## src/common/fast_pulse_counter_defines.vh

```
// Register offsets, field positions, reset values and timing figures of the pulse counter.
`ifndef FAST_PULSE_COUNTER_DEFINES_VH
`define FAST_PULSE_COUNTER_DEFINES_VH

// Register byte offsets.
`define FPC_ADDR_W 5
`define FPC_OFS_CONTROL 5'h00
`define FPC_OFS_PRESET 5'h04
`define FPC_OFS_COUNT 5'h08
`define FPC_OFS_PINS 5'h0C
`define FPC_OFS_CYCLE_END 5'h10
`define FPC_OFS_IRQ_STATUS 5'h14
`define FPC_OFS_IRQ_ENABLE 5'h18
`define FPC_OFS_IRQ_CLEAR 5'h1C

// Control register fields.
`define FPC_CTL_SOFT_ENABLE 0
`define FPC_CTL_GATE_SELECT 1
`define FPC_CTL_LOAD_REQUEST 2
`define FPC_CTL_OUT_DIRECT 3
`define FPC_CTL_W 4
`define FPC_CTL_RESET 4'h0

// Pin and flag register fields.
`define FPC_PIN_ZERO_FLAG 0
`define FPC_PIN_COUNT_MIRROR 1
`define FPC_PIN_GATE_MIRROR 2

// Interrupt status fields.
`define FPC_IRQ_ZERO_CROSS 0
`define FPC_IRQ_WRAP 1
`define FPC_IRQ_LOADED 2
`define FPC_IRQ_W 3
`define FPC_IRQ_RESET 3'h0

// Counter layout.
`define FPC_COUNT_W 16
`define FPC_COUNT_RESET 16'h0000
`define FPC_COUNT_MINUS_ONE 16'hFFFF
`define FPC_COUNT_MAX_POS 16'h7FFF

// Timing figures.
`define FPC_CLOCK_KHZ 200000
`define FPC_PULSE_RATE_MAX_KHZ 50
`define FPC_GATE_DELAY_MAX_US 1500
`define FPC_MIRROR_DELAY_MS 8
`define FPC_MIRROR_CYCLES (`FPC_MIRROR_DELAY_MS * `FPC_CLOCK_KHZ)

`endif

```

## src/verilog/level_delay.v

```verilog
// Delays a synchronised level so that the output follows it a fixed time later.
`default_nettype none

module level_delay #(
  parameter integer DELAY_CYCLES = 1600000,
  parameter integer COUNT_W = 21
) (
  // Clock and reset.
  input wire clock,
  input wire rst,
  // Level in and delayed level out.
  input wire level_in,
  output reg level_out_q
);

  reg [COUNT_W-1:0] hold_q;
  reg [COUNT_W-1:0] hold_d;
  reg level_out_d;

  localparam integer LAST_FULL = DELAY_CYCLES - 1;
  localparam [COUNT_W-1:0] LAST = LAST_FULL[COUNT_W-1:0];

  // The output takes a new level only after the input has held it for the whole delay.
  always @*
  begin
    hold_d = {COUNT_W{1'b0}};
    level_out_d = level_out_q;
    if (level_in != level_out_q)
    begin
      if (hold_q == LAST)
      begin
        level_out_d = level_in;
      end
      else
      begin
        hold_d = hold_q + {{(COUNT_W-1){1'b0}}, 1'b1};
      end
    end
  end

  always @(posedge clock or posedge rst)
  begin
    if (rst)
    begin
      hold_q <= {COUNT_W{1'b0}};
      level_out_q <= 1'b0;
    end
    else
    begin
      hold_q <= hold_d;
      level_out_q <= level_out_d;
    end
  end

endmodule

`default_nettype wire

```

## src/verilog/fast_pulse_counter.v

```verilog
// Fast 16-bit signed pulse counter with gating, preset, zero-crossing flag and pin mirrors.
//
// Functional notes
// Each low-to-high edge of the count pulse pin adds one to the counter, up to 50 kHz.
// The counter is signed 16 bits and steps from +32767 to -32768 on overflow.
// With gate select at 0 the software enable bit alone enables counting.
// With gate select at 1 the external gate pin enables counting and the software bit is ignored.
// A gate level change may take between zero and 1.5 ms to act on counting.
// A load request copies the preset word into the counter.
// A request held over several program cycles reloads at each cycle end and counts in between.
// The program reads the live counter value through the count word.
// The zero-crossing flag rises when the counter steps from -1 to 0, whatever the gate select.
// The zero-crossing output pin follows the flag only while gate select is 1, within 1.5 ms.
// While gate select is 1 the program cannot drive the zero-crossing output pin directly.
// Loading the counter from the preset clears the zero-crossing flag.
// Both input pin levels are shown to the program as mirrors delayed by 8 ms.
// Counting runs in hardware without waiting on the program.
// Both input pins are synchronised and edges are found on the synchronised level.
// Reset clears counter, flag and output pin and selects the software enable.
//
// The implementer's own choices: the placing of the registers and strobed register access.
`include "fast_pulse_counter_defines.vh"
`default_nettype none

module fast_pulse_counter #(
  parameter integer MIRROR_CYCLES = `FPC_MIRROR_CYCLES,
  parameter integer MIRROR_COUNT_W = 21
) (
  // Clock and reset.
  input wire clock,
  input wire rst,
  // Register port.
  input wire [`FPC_ADDR_W-1:0] addr,
  input wire [31:0] wdata,
  input wire write,
  input wire read,
  output reg [31:0] rdata_q,
  // External pins.
  input wire count_pulse_input,
  input wire external_gate_input,
  output reg zero_cross_output,
  // Interrupt.
  output wire irq
);

  // Input synchronisers: two flops per pin, then an edge history flop on the pulse pin only.
  reg [1:0] pulse_sync_q;
  reg [1:0] gate_sync_q;
  reg pulse_prev_q;

  // Control and data registers.
  reg [`FPC_CTL_W-1:0] control_q;
  reg [`FPC_COUNT_W-1:0] preset_value_word;
  reg [`FPC_COUNT_W-1:0] count_q;
  reg [`FPC_COUNT_W-1:0] count_d;
  reg zero_cross_flag;
  reg zero_cross_flag_d;
  reg zero_cross_output_d;
  reg [`FPC_IRQ_W-1:0] irq_status_q;
  reg [`FPC_IRQ_W-1:0] irq_enable_q;
  reg [`FPC_IRQ_W-1:0] irq_event;

  // Decoded register accesses.
  wire wr_control;
  wire wr_preset;
  wire wr_cycle_end;
  wire wr_irq_enable;
  wire wr_irq_clear;

  // Derived control bits.
  wire soft_count_enable;
  wire gate_source_select;
  wire preset_load_request;
  wire direct_output_value;
  wire pulse_level;
  wire gate_level;
  wire pulse_rise;
  wire count_enable;
  wire do_load;
  wire do_count;
  wire crossing;
  wire wrapping;

  // Delayed pin mirrors.
  wire [1:0] mirror_in;
  wire [1:0] mirror_out;
  wire fast_count_pin_mirror;
  wire fast_gate_pin_mirror;

  wire [`FPC_COUNT_W-1:0] count_value_word;

  assign soft_count_enable = control_q[`FPC_CTL_SOFT_ENABLE];
  assign gate_source_select = control_q[`FPC_CTL_GATE_SELECT];
  assign preset_load_request = control_q[`FPC_CTL_LOAD_REQUEST];
  assign direct_output_value = control_q[`FPC_CTL_OUT_DIRECT];

  assign wr_control = write && (addr == `FPC_OFS_CONTROL);
  assign wr_preset = write && (addr == `FPC_OFS_PRESET);
  assign wr_cycle_end = write && (addr == `FPC_OFS_CYCLE_END);
  assign wr_irq_enable = write && (addr == `FPC_OFS_IRQ_ENABLE);
  assign wr_irq_clear = write && (addr == `FPC_OFS_IRQ_CLEAR);

  // Both pins cross into the clock domain through two flops.
  always @(posedge clock or posedge rst)
  begin
    if (rst)
    begin
      pulse_sync_q <= 2'h0;
      gate_sync_q <= 2'h0;
      pulse_prev_q <= 1'b0;
    end
    else
    begin
      pulse_sync_q <= {pulse_sync_q[0], count_pulse_input};
      gate_sync_q <= {gate_sync_q[0], external_gate_input};
      pulse_prev_q <= pulse_sync_q[1];
    end
  end

  assign pulse_level = pulse_sync_q[1];
  assign gate_level = gate_sync_q[1];

  // A rising edge is seen once, on the synchronised level.
  assign pulse_rise = pulse_level && !pulse_prev_q;

  // Gate source selection; the pin path adds only the synchroniser delay, far below 1.5 ms.
  assign count_enable = gate_source_select ? gate_level : soft_count_enable; // see R3 see R4

  // The program marks the end of each of its cycles by writing the cycle-end register.
  assign do_load = wr_cycle_end && preset_load_request; // see R6

  // Counting needs no program action at all.
  assign do_count = pulse_rise && count_enable && !do_load; // see R1

  assign crossing = do_count && (count_q == `FPC_COUNT_MINUS_ONE);
  assign wrapping = do_count && (count_q == `FPC_COUNT_MAX_POS);

  // Next counter value: a load takes priority over a coinciding edge.
  always @*
  begin
    count_d = count_q;
    if (do_load)
    begin
      count_d = preset_value_word; // see R6
    end
    else if (do_count)
    begin
      count_d = count_q + 16'h0001; // see R1
    end
  end

  // The flag is sticky until the next load, and a load cannot coincide with a crossing.
  always @*
  begin
    zero_cross_flag_d = zero_cross_flag;
    if (do_load)
    begin
      zero_cross_flag_d = 1'b0;
    end
    else if (crossing)
    begin
      zero_cross_flag_d = 1'b1;
    end
  end

  // The pin shows the flag under gate select and the program's bit otherwise.
  always @*
  begin
    if (gate_source_select)
    begin
      zero_cross_output_d = zero_cross_flag_d; // see R10
    end
    else
    begin
      zero_cross_output_d = direct_output_value;
    end
  end

  always @(posedge clock or posedge rst)
  begin
    if (rst)
    begin
      count_q <= `FPC_COUNT_RESET;
      zero_cross_flag <= 1'b0;
      zero_cross_output <= 1'b0;
    end
    else
    begin
      count_q <= count_d;
      zero_cross_flag <= zero_cross_flag_d;
      zero_cross_output <= zero_cross_output_d;
    end
  end

  assign count_value_word = count_q;

  // Control and preset registers.
  always @(posedge clock or posedge rst)
  begin
    if (rst)
    begin
      control_q <= `FPC_CTL_RESET;
      preset_value_word <= `FPC_COUNT_RESET;
      irq_enable_q <= `FPC_IRQ_RESET;
    end
    else
    begin
      if (wr_control)
      begin
        control_q <= wdata[`FPC_CTL_W-1:0];
      end
      if (wr_preset)
      begin
        preset_value_word <= wdata[`FPC_COUNT_W-1:0];
      end
      if (wr_irq_enable)
      begin
        irq_enable_q <= wdata[`FPC_IRQ_W-1:0];
      end
    end
  end

  // Interrupt events.
  always @*
  begin
    irq_event = {`FPC_IRQ_W{1'b0}};
    irq_event[`FPC_IRQ_ZERO_CROSS] = crossing;
    irq_event[`FPC_IRQ_WRAP] = wrapping;
    irq_event[`FPC_IRQ_LOADED] = do_load;
  end

  // Writing a one clears a status bit; an event in the same cycle keeps it set.
  always @(posedge clock or posedge rst)
  begin
    if (rst)
    begin
      irq_status_q <= `FPC_IRQ_RESET;
    end
    else if (wr_irq_clear)
    begin
      irq_status_q <= (irq_status_q & ~wdata[`FPC_IRQ_W-1:0]) | irq_event;
    end
    else
    begin
      irq_status_q <= irq_status_q | irq_event;
    end
  end

  assign irq = |(irq_status_q & irq_enable_q);

  // Slow mirrors of both synchronised pin levels.
  assign mirror_in = {gate_level, pulse_level};

  genvar i;
  generate
    for (i = 0; i < 2; i = i + 1)
    begin : mirror
      level_delay #(
        .DELAY_CYCLES(MIRROR_CYCLES),
        .COUNT_W(MIRROR_COUNT_W)
      ) delay_inst (
        .clock(clock),
        .rst(rst),
        .level_in(mirror_in[i]),
        .level_out_q(mirror_out[i])
      );
    end
  endgenerate

  assign fast_count_pin_mirror = mirror_out[0];
  assign fast_gate_pin_mirror = mirror_out[1];

  // Read data stand only in the cycle after the read strobe.
  always @(posedge clock or posedge rst)
  begin
    if (rst)
    begin
      rdata_q <= 32'h00000000;
    end
    else if (!read)
    begin
      rdata_q <= 32'h00000000;
    end
    else if (addr == `FPC_OFS_CONTROL)
    begin
      rdata_q <= {{(32-`FPC_CTL_W){1'b0}}, control_q};
    end
    else if (addr == `FPC_OFS_PRESET)
    begin
      rdata_q <= {16'h0000, preset_value_word};
    end
    else if (addr == `FPC_OFS_COUNT)
    begin
      rdata_q <= {16'h0000, count_value_word};
    end
    else if (addr == `FPC_OFS_PINS)
    begin
      rdata_q <= {29'h0000000, fast_gate_pin_mirror, fast_count_pin_mirror,
        zero_cross_flag}; // see R9
    end
    else if (addr == `FPC_OFS_IRQ_STATUS)
    begin
      rdata_q <= {{(32-`FPC_IRQ_W){1'b0}}, irq_status_q};
    end
    else if (addr == `FPC_OFS_IRQ_ENABLE)
    begin
      rdata_q <= {{(32-`FPC_IRQ_W){1'b0}}, irq_enable_q};
    end
    else
    begin
      rdata_q <= 32'h00000000;
    end
  end

endmodule

`default_nettype wire

```

## config.mk

```make
export PLATFORM = sky130hd
export DESIGN_NAME = fast_pulse_counter
export DESIGN_NICKNAME = d
export VERILOG_FILES = /design/src/verilog/level_delay.v /design/src/verilog/fast_pulse_counter.v
export VERILOG_INCLUDE_DIRS = /design/src /design/src/common
export SDC_FILE = /design/constraint.sdc
export NUM_CORES = 1
export LEC_CHECK = 0
export ABC_AREA = 1
export ABC_CLOCK_PERIOD_IN_PS = 10800
export BUFFER_PORTS_ARGS = -buffer_cell sky130_fd_sc_hd__buf_2
export CORE_MARGIN = 4
export CORE_UTILIZATION = 63
export CTS_CLUSTER_SIZE = 24
export DETAILED_ROUTE_END_ITERATION = 10
export GPL_TIMING_DRIVEN = 0
export HOLD_SLACK_MARGIN = 0.15
export PLACE_DENSITY = 0.88
export SLEW_MARGIN = 20
export SYNTH_ARGS = -nofsm -noshare
export SYNTH_HDL_FRONTEND = slang
export SYNTH_SLANG_ARGS = --single-unit
```

## constraint.sdc

```tcl
create_clock -name clock -period 10.8 [get_ports clock]
set_input_delay 2.7 -clock clock [delete_from_list [all_inputs] [get_ports clock]]
set_output_delay 2.7 -clock clock [all_outputs]
set_load 0.1 [all_outputs]
```

==> flow_metrics.py, run 1 <==
metrics = {
    "die": {
        "dieArea_um2": 11100,
        "start_util_pct": 64.7,
        "fp.dieH_um": 105,
        "fp.dieW_um": 105,
        "core_area_um2": 9240,
        "rows": 35,
        "ioPinCount": 77,
    },
    "power": {
        "total_power_mw": 0.832,
        "clkPwrFrac_pct": 28.0,
        "p_sw_share_pct": 32.2,
        "p_leak_nw": 3.11,
        "power_density_nw_per_um2": 126,
        "intPower_mw": 0.564,
        "power_frac_seq_pct": 56.5,
        "p_switching_mw": 0.268,
        "ir_drop_mv": 0.119,
        "power_frac_comb_pct": 15.5,
    },
    "synthesis": {
        "ys.warnings.count": 0,
        "avgSynthCellArea_um2": 7.49,
        "ys.flop_type": "dfrtp_1",
        "ys_seq_area_share_pct": 45.6,
        "netlist_instances": 798,
        "synth-edff-count": 0,
        "async_flop_share_pct": 100,
        "synth_seq_cells": 109,
        "syn_area_um2": 5980,
        "synth_top_area_cell": "dfrtp_1",
        "ys_types": 33,
        "synth.area.top_cells": "dfrtp_1 46%, nand2_1 15%, nor2_1 7.8%, nand3_1 5.3%, inv_1 4.3%",
        "synth_top_area_share_pct": 45.6,
    },
    "cts": {
        "clock_path_buffers": 2,
        "tritoncts.num_buffers": 9,
        "post_cts_buffers": 0,
        "clkSinkCount": 109,
        "root_buffer": "clkbuf_8",
        "postCtsResizedCells": 0,
        "cts_tree": "done",
        "holdBufCountCts": 0,
        "clk_latency_ps": 380,
        "clkTransAtPathRegs_ps": 100,
        "h-tree-depth": 3,
    },
    "placed_design": {
        "dp_hpwl_um": 10100,
        "port_buffers": 42,
        "gp_congestion": 0.964,
        "placed_cell_area_um2": 6440,
    },
    "sta": {
        "rsz0062_at_grt": "no",
        "fin_worst_hold_slack_ps": 361,
        "finalHoldViolCount": 0,
        "max_freq_mhz": 246,
        "worst_slew_pin_slew_ps": 762,
        "relSlewSlack_pct": 49.2,
        "post-route-period-util_pct": 37.7,
        "drv_slew": 0,
        "fin_crit_ps": 4070,
        "skew_ps": 10.7,
        "final.setup.tns_ps": 0,
        "finalSetupViolations": 0,
    },
    "finish": {
        "fin_nets": 913,
        "fin_area_um2": 6620,
        "antenna_cells": 0,
        "drive_gt1_share_pct": 13.4,
        "area_growth_pct": 10.6,
    },
    "setup_path": {
        "slowest_stage": "buf_2",
        "slowest_delay_ps": 420,
        "start_kind": "flip-flop",
        "worst_setup_path_end_kind": "output port",
        "crit_type": "flip-flop to output port",
        "arrival_ps": 1370,
        "cp.required_ps": 8100,
        "path_max_fanout": 3,
        "reg2reg_depth": 6,
        "cp_cell_sequence": "nand2_1 -> nand3_1 -> buf_2",
    },
    "global_route": {
        "grt_pass1_vias": 5267,
        "overflow": 0,
        "grt_pass1_wl_um": 23500,
        "antenna_found_initial": 0,
        "grt_usage_pct": 25.6,
        "grt_max_degree": 81,
    },
    "detailed_routing": {
        "drtAntennaViolNets": 0,
        "routed_via_density": 5.40,
        "vias": 5397,
        "drt_iter0_drc": 350,
        "totalWireLength_um": 13600,
        "first_pass_iters": 5,
        "drcViolationCount": 0,
        "wl_per_cell_um": 13.6,
    },
    "min_path": {
        "hold_class": "flip-flop to flip-flop",
        "min_path_cells": 0,
    },
    "outcome": {
        "outcome": "finished, final reports clean",
    },
    "run": {
        "maxCapViolations": 0,
    },
}
-- per-layer routing --
metal,global-route usage [%],share of wire [%]
met1,33.3,43
met2,43.4,50
met3,5.02,5.9
met4,7.97,1.9
met5,0,0
-- logic make-up (layout without fill, tap and decap cells) --
logic type,after synthesis,after routing,synth area share (%)
buf+inv,108,166,8.58
flops,109,109,45.6
compound gates,56,56,5.65
simple gates,492,492,35.2
fa+ha+maj,3,3,0.628
xor+xnor,29,29,4.25
other cells,1,16,0.0627
-- synthesized netlist by cell type (2+ instances only) --
cell type / instances
nand2_2: 6
nand2_1: 245
buf_6: 3
nor2_2: 4
o21bai_1: 3
buf_2: 2
dfrtp_1: 109
nor2_4: 3
nor2_1: 125
nand3_1: 63
nand3_2: 3
buf_4: 21
clkbuf_1: 5
nand3b_1: 4
nand4_1: 27
ha_1: 3
inv_1: 68
clkinv_1: 2
o211ai_1: 5
a21oi_2: 10
a21oi_1: 9
inv_2: 4
nor3_1: 10
xor2_1: 16
o21ai_0: 28
xnor2_1: 13
-- cells in the final DEF, fill, tap and decap left out, drive strengths merged, types with 4 or more instances in the layout --
master,Yosys,final
xor2,16,16
inv,73,75
o21ai,29,29
clkbuf,6,17
nor3,10,10
nand4,27,27
o211ai,5,5
nand3,66,66
conb,1,16
buf,27,70
nor2,133,133
nand2,251,251
dfrtp,109,109
a21oi,19,19
nand3b,4,4
xnor2,13,13
-- registers in the layout, indices dropped and copies added (netlist names) --
name / cells
count_q: 16
zero_cross_output: 1
pulse_sync_q: 2
rdata_q: 16
irq_enable_q: 3
irq_status_q: 3
control_q: 4
mirror.delay_inst.level_out_q: 2
zero_cross_flag: 1
gate_sync_q: 2
pulse_prev_q: 1
mirror.delay_inst.hold_q: 42
preset_value_word: 16
-- area by class of cell --
| type | count | area, um^2 |
|---|---|---|
| fill | 760 | 2630 |
| timing repair buffer | 43 | 238 |
| inverter | 75 | 289 |
| clock buffer | 11 | 141 |
| tap | 129 | 161 |
| buffer | 33 | 229 |
| multi-input combinational | 596 | 2800 |
| clock inverter | 4 | 32.5 |
| sequential | 109 | 2730 |
-- path summary, 6_finish.rpt --
kind	startpoint	endpoint	slack (ps)
min in group asynchronous	rst	mirror[0].delay_inst.hold_q[13]	2280
worst max register to register	mirror[1].delay_inst.hold_q[0]	mirror[1].delay_inst.hold_q[13]	8790
worst max-delay path	irq_status_q[1]	irq	6730
worst min register to register	pulse_sync_q[0]	pulse_sync_q[1]	360
max in group asynchronous	rst	count_q[11]	7850
worst min-delay path	pulse_sync_q[0]	pulse_sync_q[1]	360
-- stage by stage --
stage	util, %	setup slack [ps]	cells
6_report	71.6	6730	1000
5_1_grt	71.6	6650	1000
4_1_cts	71.6	6710	1000
3_5_place_dp	69.7	6870	985
3_3_place_gp	69.4	4090	984
2_1_floorplan	-	5230	813
-- critical path: cells and delay by family (launching register included) --
family,cells,cell delay [ps]
DFF,1,410
and+or+nand+nor,2,160
buffers and inverters,1,420
-- power by group through the flow --
| stage | Combinational [mW] | Sequential [mW] | Clock [mW] |
|---|---|---|---|
| 2_1_floorplan | 0.0908 | 0.480 | 0 |
| 3_3_place_gp | 0.123 | 0.475 | 0 |
| 3_5_place_dp | 0.129 | 0.476 | 0 |
| 4_1_cts | 0.130 | 0.469 | 0.239 |
| 5_1_grt | 0.143 | 0.474 | 0.257 |
| 6_report | 0.129 | 0.470 | 0.233 |
(Power assumes the default switching activity.)
==> run 2, diff against run 1 <==
- ABC_CLOCK_PERIOD_IN_PS: 10800 -> 3500
- CORE_UTILIZATION: 63 -> 53
- PLACE_DENSITY: 0.88 -> 0.79
- clock period: 10.8 -> 3.5 ns (I/O delays scaled with it)
==> run 2 against run 1 <==
Clock skew is 3.8 ps lower; clock-buffer cell count stayed put; setup slack worse by 5500 ps; cell area is 2.8% higher; clock power grew to 4.5 times the previous value; combinational power grew to 3.1 times the previous value; critical path type unchanged.
==> flow_metrics.py, run 2 (same netlist as run 1, synthesis figures left out) <==
metrics = {
    "outcome": {
        "outcome": "finished, final reports clean",
    },
    "cts": {
        "post_cts_buffers": 0,
        "clock_path_buffers": 2,
        "postCtsResizedCells": 0,
        "clkTransAtPathRegs_ps": 70,
        "holdBufCountCts": 0,
        "clkSinkCount": 109,
        "cts_tree": "done",
        "tritoncts.num_buffers": 9,
        "h-tree-depth": 3,
        "clk_latency_ps": 350,
        "root_buffer": "clkbuf_16",
    },
    "die": {
        "core_area_um2": 10900,
        "fp.dieW_um": 114,
        "ioPinCount": 77,
        "rows": 38,
        "fp.dieH_um": 114,
        "dieArea_um2": 13000,
        "start_util_pct": 54.7,
    },
    "power": {
        "p_leak_nw": 3.19,
        "power_density_nw_per_um2": 427,
        "power_frac_comb_pct": 13.7,
        "intPower_mw": 2.06,
        "clkPwrFrac_pct": 36.2,
        "power_frac_seq_pct": 50.1,
        "p_sw_share_pct": 29.1,
        "p_switching_mw": 0.845,
        "ir_drop_mv": 0.372,
    },
    "detailed_routing": {
        "drcViolationCount": 0,
        "totalWireLength_um": 13600,
        "routed_via_density": 5.15,
        "vias": 5227,
        "wl_per_cell_um": 13.4,
        "drtAntennaViolNets": 0,
        "drt_iter0_drc": 435,
        "first_pass_iters": 4,
    },
    "setup_path": {
        "path_max_fanout": 3,
        "slowest_stage": "buf_2",
        "r2r-end": "mirror[0].delay_inst.hold_q[20]",
        "r2r_slack_ps": 1630,
        "reg2reg_depth": 10,
        "reg2reg_from": "mirror[0].delay_inst.hold_q[0]",
        "slowest_delay_ps": 430,
        "cp_cell_sequence": "nand2_1 -> nand3_1 -> buf_2",
        "crit_path_end": "irq",
        "cp.required_ps": 2620,
        "crit_type": "flip-flop to output port",
        "start_kind": "flip-flop",
        "worst_setup_path_end_kind": "output port",
        "arrival_ps": 1360,
        "startpoint": "irq_status_q[1]",
    },
    "global_route": {
        "grt_max_degree": 32,
        "antenna_found_initial": 2,
        "grt_pass1_wl_um": 23400,
        "overflow": 0,
        "grt_usage_pct": 22.4,
        "grt_pass1_vias": 4867,
    },
    "sta": {
        "final.setup.tns_ps": 0,
        "max_freq_mhz": 448,
        "drv_slew": 0,
        "post-route-period-util_pct": 63.8,
        "skew_ps": 6.82,
        "rsz0062_at_grt": "no",
        "fin_worst_hold_slack_ps": 349,
        "fin_crit_ps": 2230,
        "finalSetupViolations": 0,
        "worst_slew_pin_slew_ps": 802,
        "finalHoldViolCount": 0,
        "relSlewSlack_pct": 46.5,
    },
    "placed_design": {
        "gp_congestion": 0.909,
        "port_buffers": 42,
        "dp_cells": 998,
        "placed_cell_area_um2": 6490,
        "dp_hpwl_um": 10300,
    },
    "min_path": {
        "hold_class": "flip-flop to flip-flop",
        "min_path_cells": 0,
    },
    "run": {
        "maxCapViolations": 0,
    },
    "finish": {
        "final_common_cell": "nand2_1",
        "final_cell_mix": "245 x nand2_1, 125 x nor2_1, 109 x dfrtp_1",
        "area_growth_pct": 13.7,
        "n_fill_cell": 1012,
        "drive_gt1_share_pct": 13.8,
        "final_cell_count_no_fill": 1015,
        "regMostFlops": "mirror.delay_inst.hold_q",
        "fin_nets": 915,
        "largest_register_ffs": 42,
        "fin_area_um2": 6800,
    },
}
-- run 2: changes by cell type in the layout (fill, tap and decap cells not counted) --
| cell | previous run | this run |
|---|---|---|
| buf_12 | 0 | 3 |
| buf_16 | 1 | 0 |
| bufinv_16 | 0 | 1 |
| clkbuf_1 | 6 | 5 |
| clkbuf_16 | 0 | 9 |
| clkbuf_8 | 10 | 2 |
| clkinv_2 | 0 | 1 |
| clkinv_4 | 0 | 1 |
| clkinvlp_4 | 2 | 3 |
| diode_2 | 0 | 1 |
| inv_6 | 3 | 0 |
-- run 2: routing by layer --
layer / global-route usage [%] / up-vias / part of all wire (%)
met5: 0 / - / 0.095
met4: 6.49 / 2 / 1.6
met3: 4.76 / 23 / 6.9
met2: 33.6 / 163 / 44
met1: 33.1 / 2395 / 47
li1: - / 2644 / -
-- run 2: area by class of cell --
cell class	instances	area (um^2)	share of cell area [%]
antenna	1	2.50	0.0368
buffer	33	229	3.37
clock buffer	11	253	3.72
clock inverter	5	58.8	0.865
inverter	75	288	4.23
multi-input combinational	596	2800	41.1
sequential	109	2730	40.1
tap	140	175	2.58
timing repair buffer	45	270	3.97
-- run 2: through the flow --
| stage | setup slack, ps | power (mW) | utilization (%) |
|---|---|---|---|
| 3_5_place_dp | 1310 | 1.87 | 59.3 |
| 4_1_cts | 1260 | 2.93 | 62.2 |
| 2_1_floorplan | 1310 | 1.76 | - |
| 3_3_place_gp | 616 | 1.86 | 58.8 |
| 6_report | 1270 | 2.90 | 62.2 |
| 5_1_grt | 1230 | 3.03 | 62.2 |
-- run 2: how the worst min path moves through the flow --
stage	slack (ps)	end	start
finish	350	pulse_sync_q[1]	pulse_sync_q[0]
global route	380	pulse_sync_q[1]	pulse_sync_q[0]
CTS	350	pulse_sync_q[1]	pulse_sync_q[0]
detailed placement	330	pulse_sync_q[1]	pulse_sync_q[0]
global placement	330	pulse_sync_q[1]	pulse_sync_q[0]
floorplan	330	gate_sync_q[1]	gate_sync_q[0]
-- run 2: power by group through the flow --
stage,clock network (mW),registers (mW),logic (mW)
global placement,0,1.47,0.382
floorplan,0,1.48,0.280
detailed placement,0,1.47,0.401
CTS,1.07,1.45,0.401
finish,1.05,1.45,0.399
global route,1.12,1.47,0.445
-- run 2: critical path, delay by kind of cell (launching register included) --
kind | cells | cell delay [ps]
flip-flops | 1 | 420
buffers and inverters | 1 | 430
AND/OR/NAND/NOR | 2 | 160
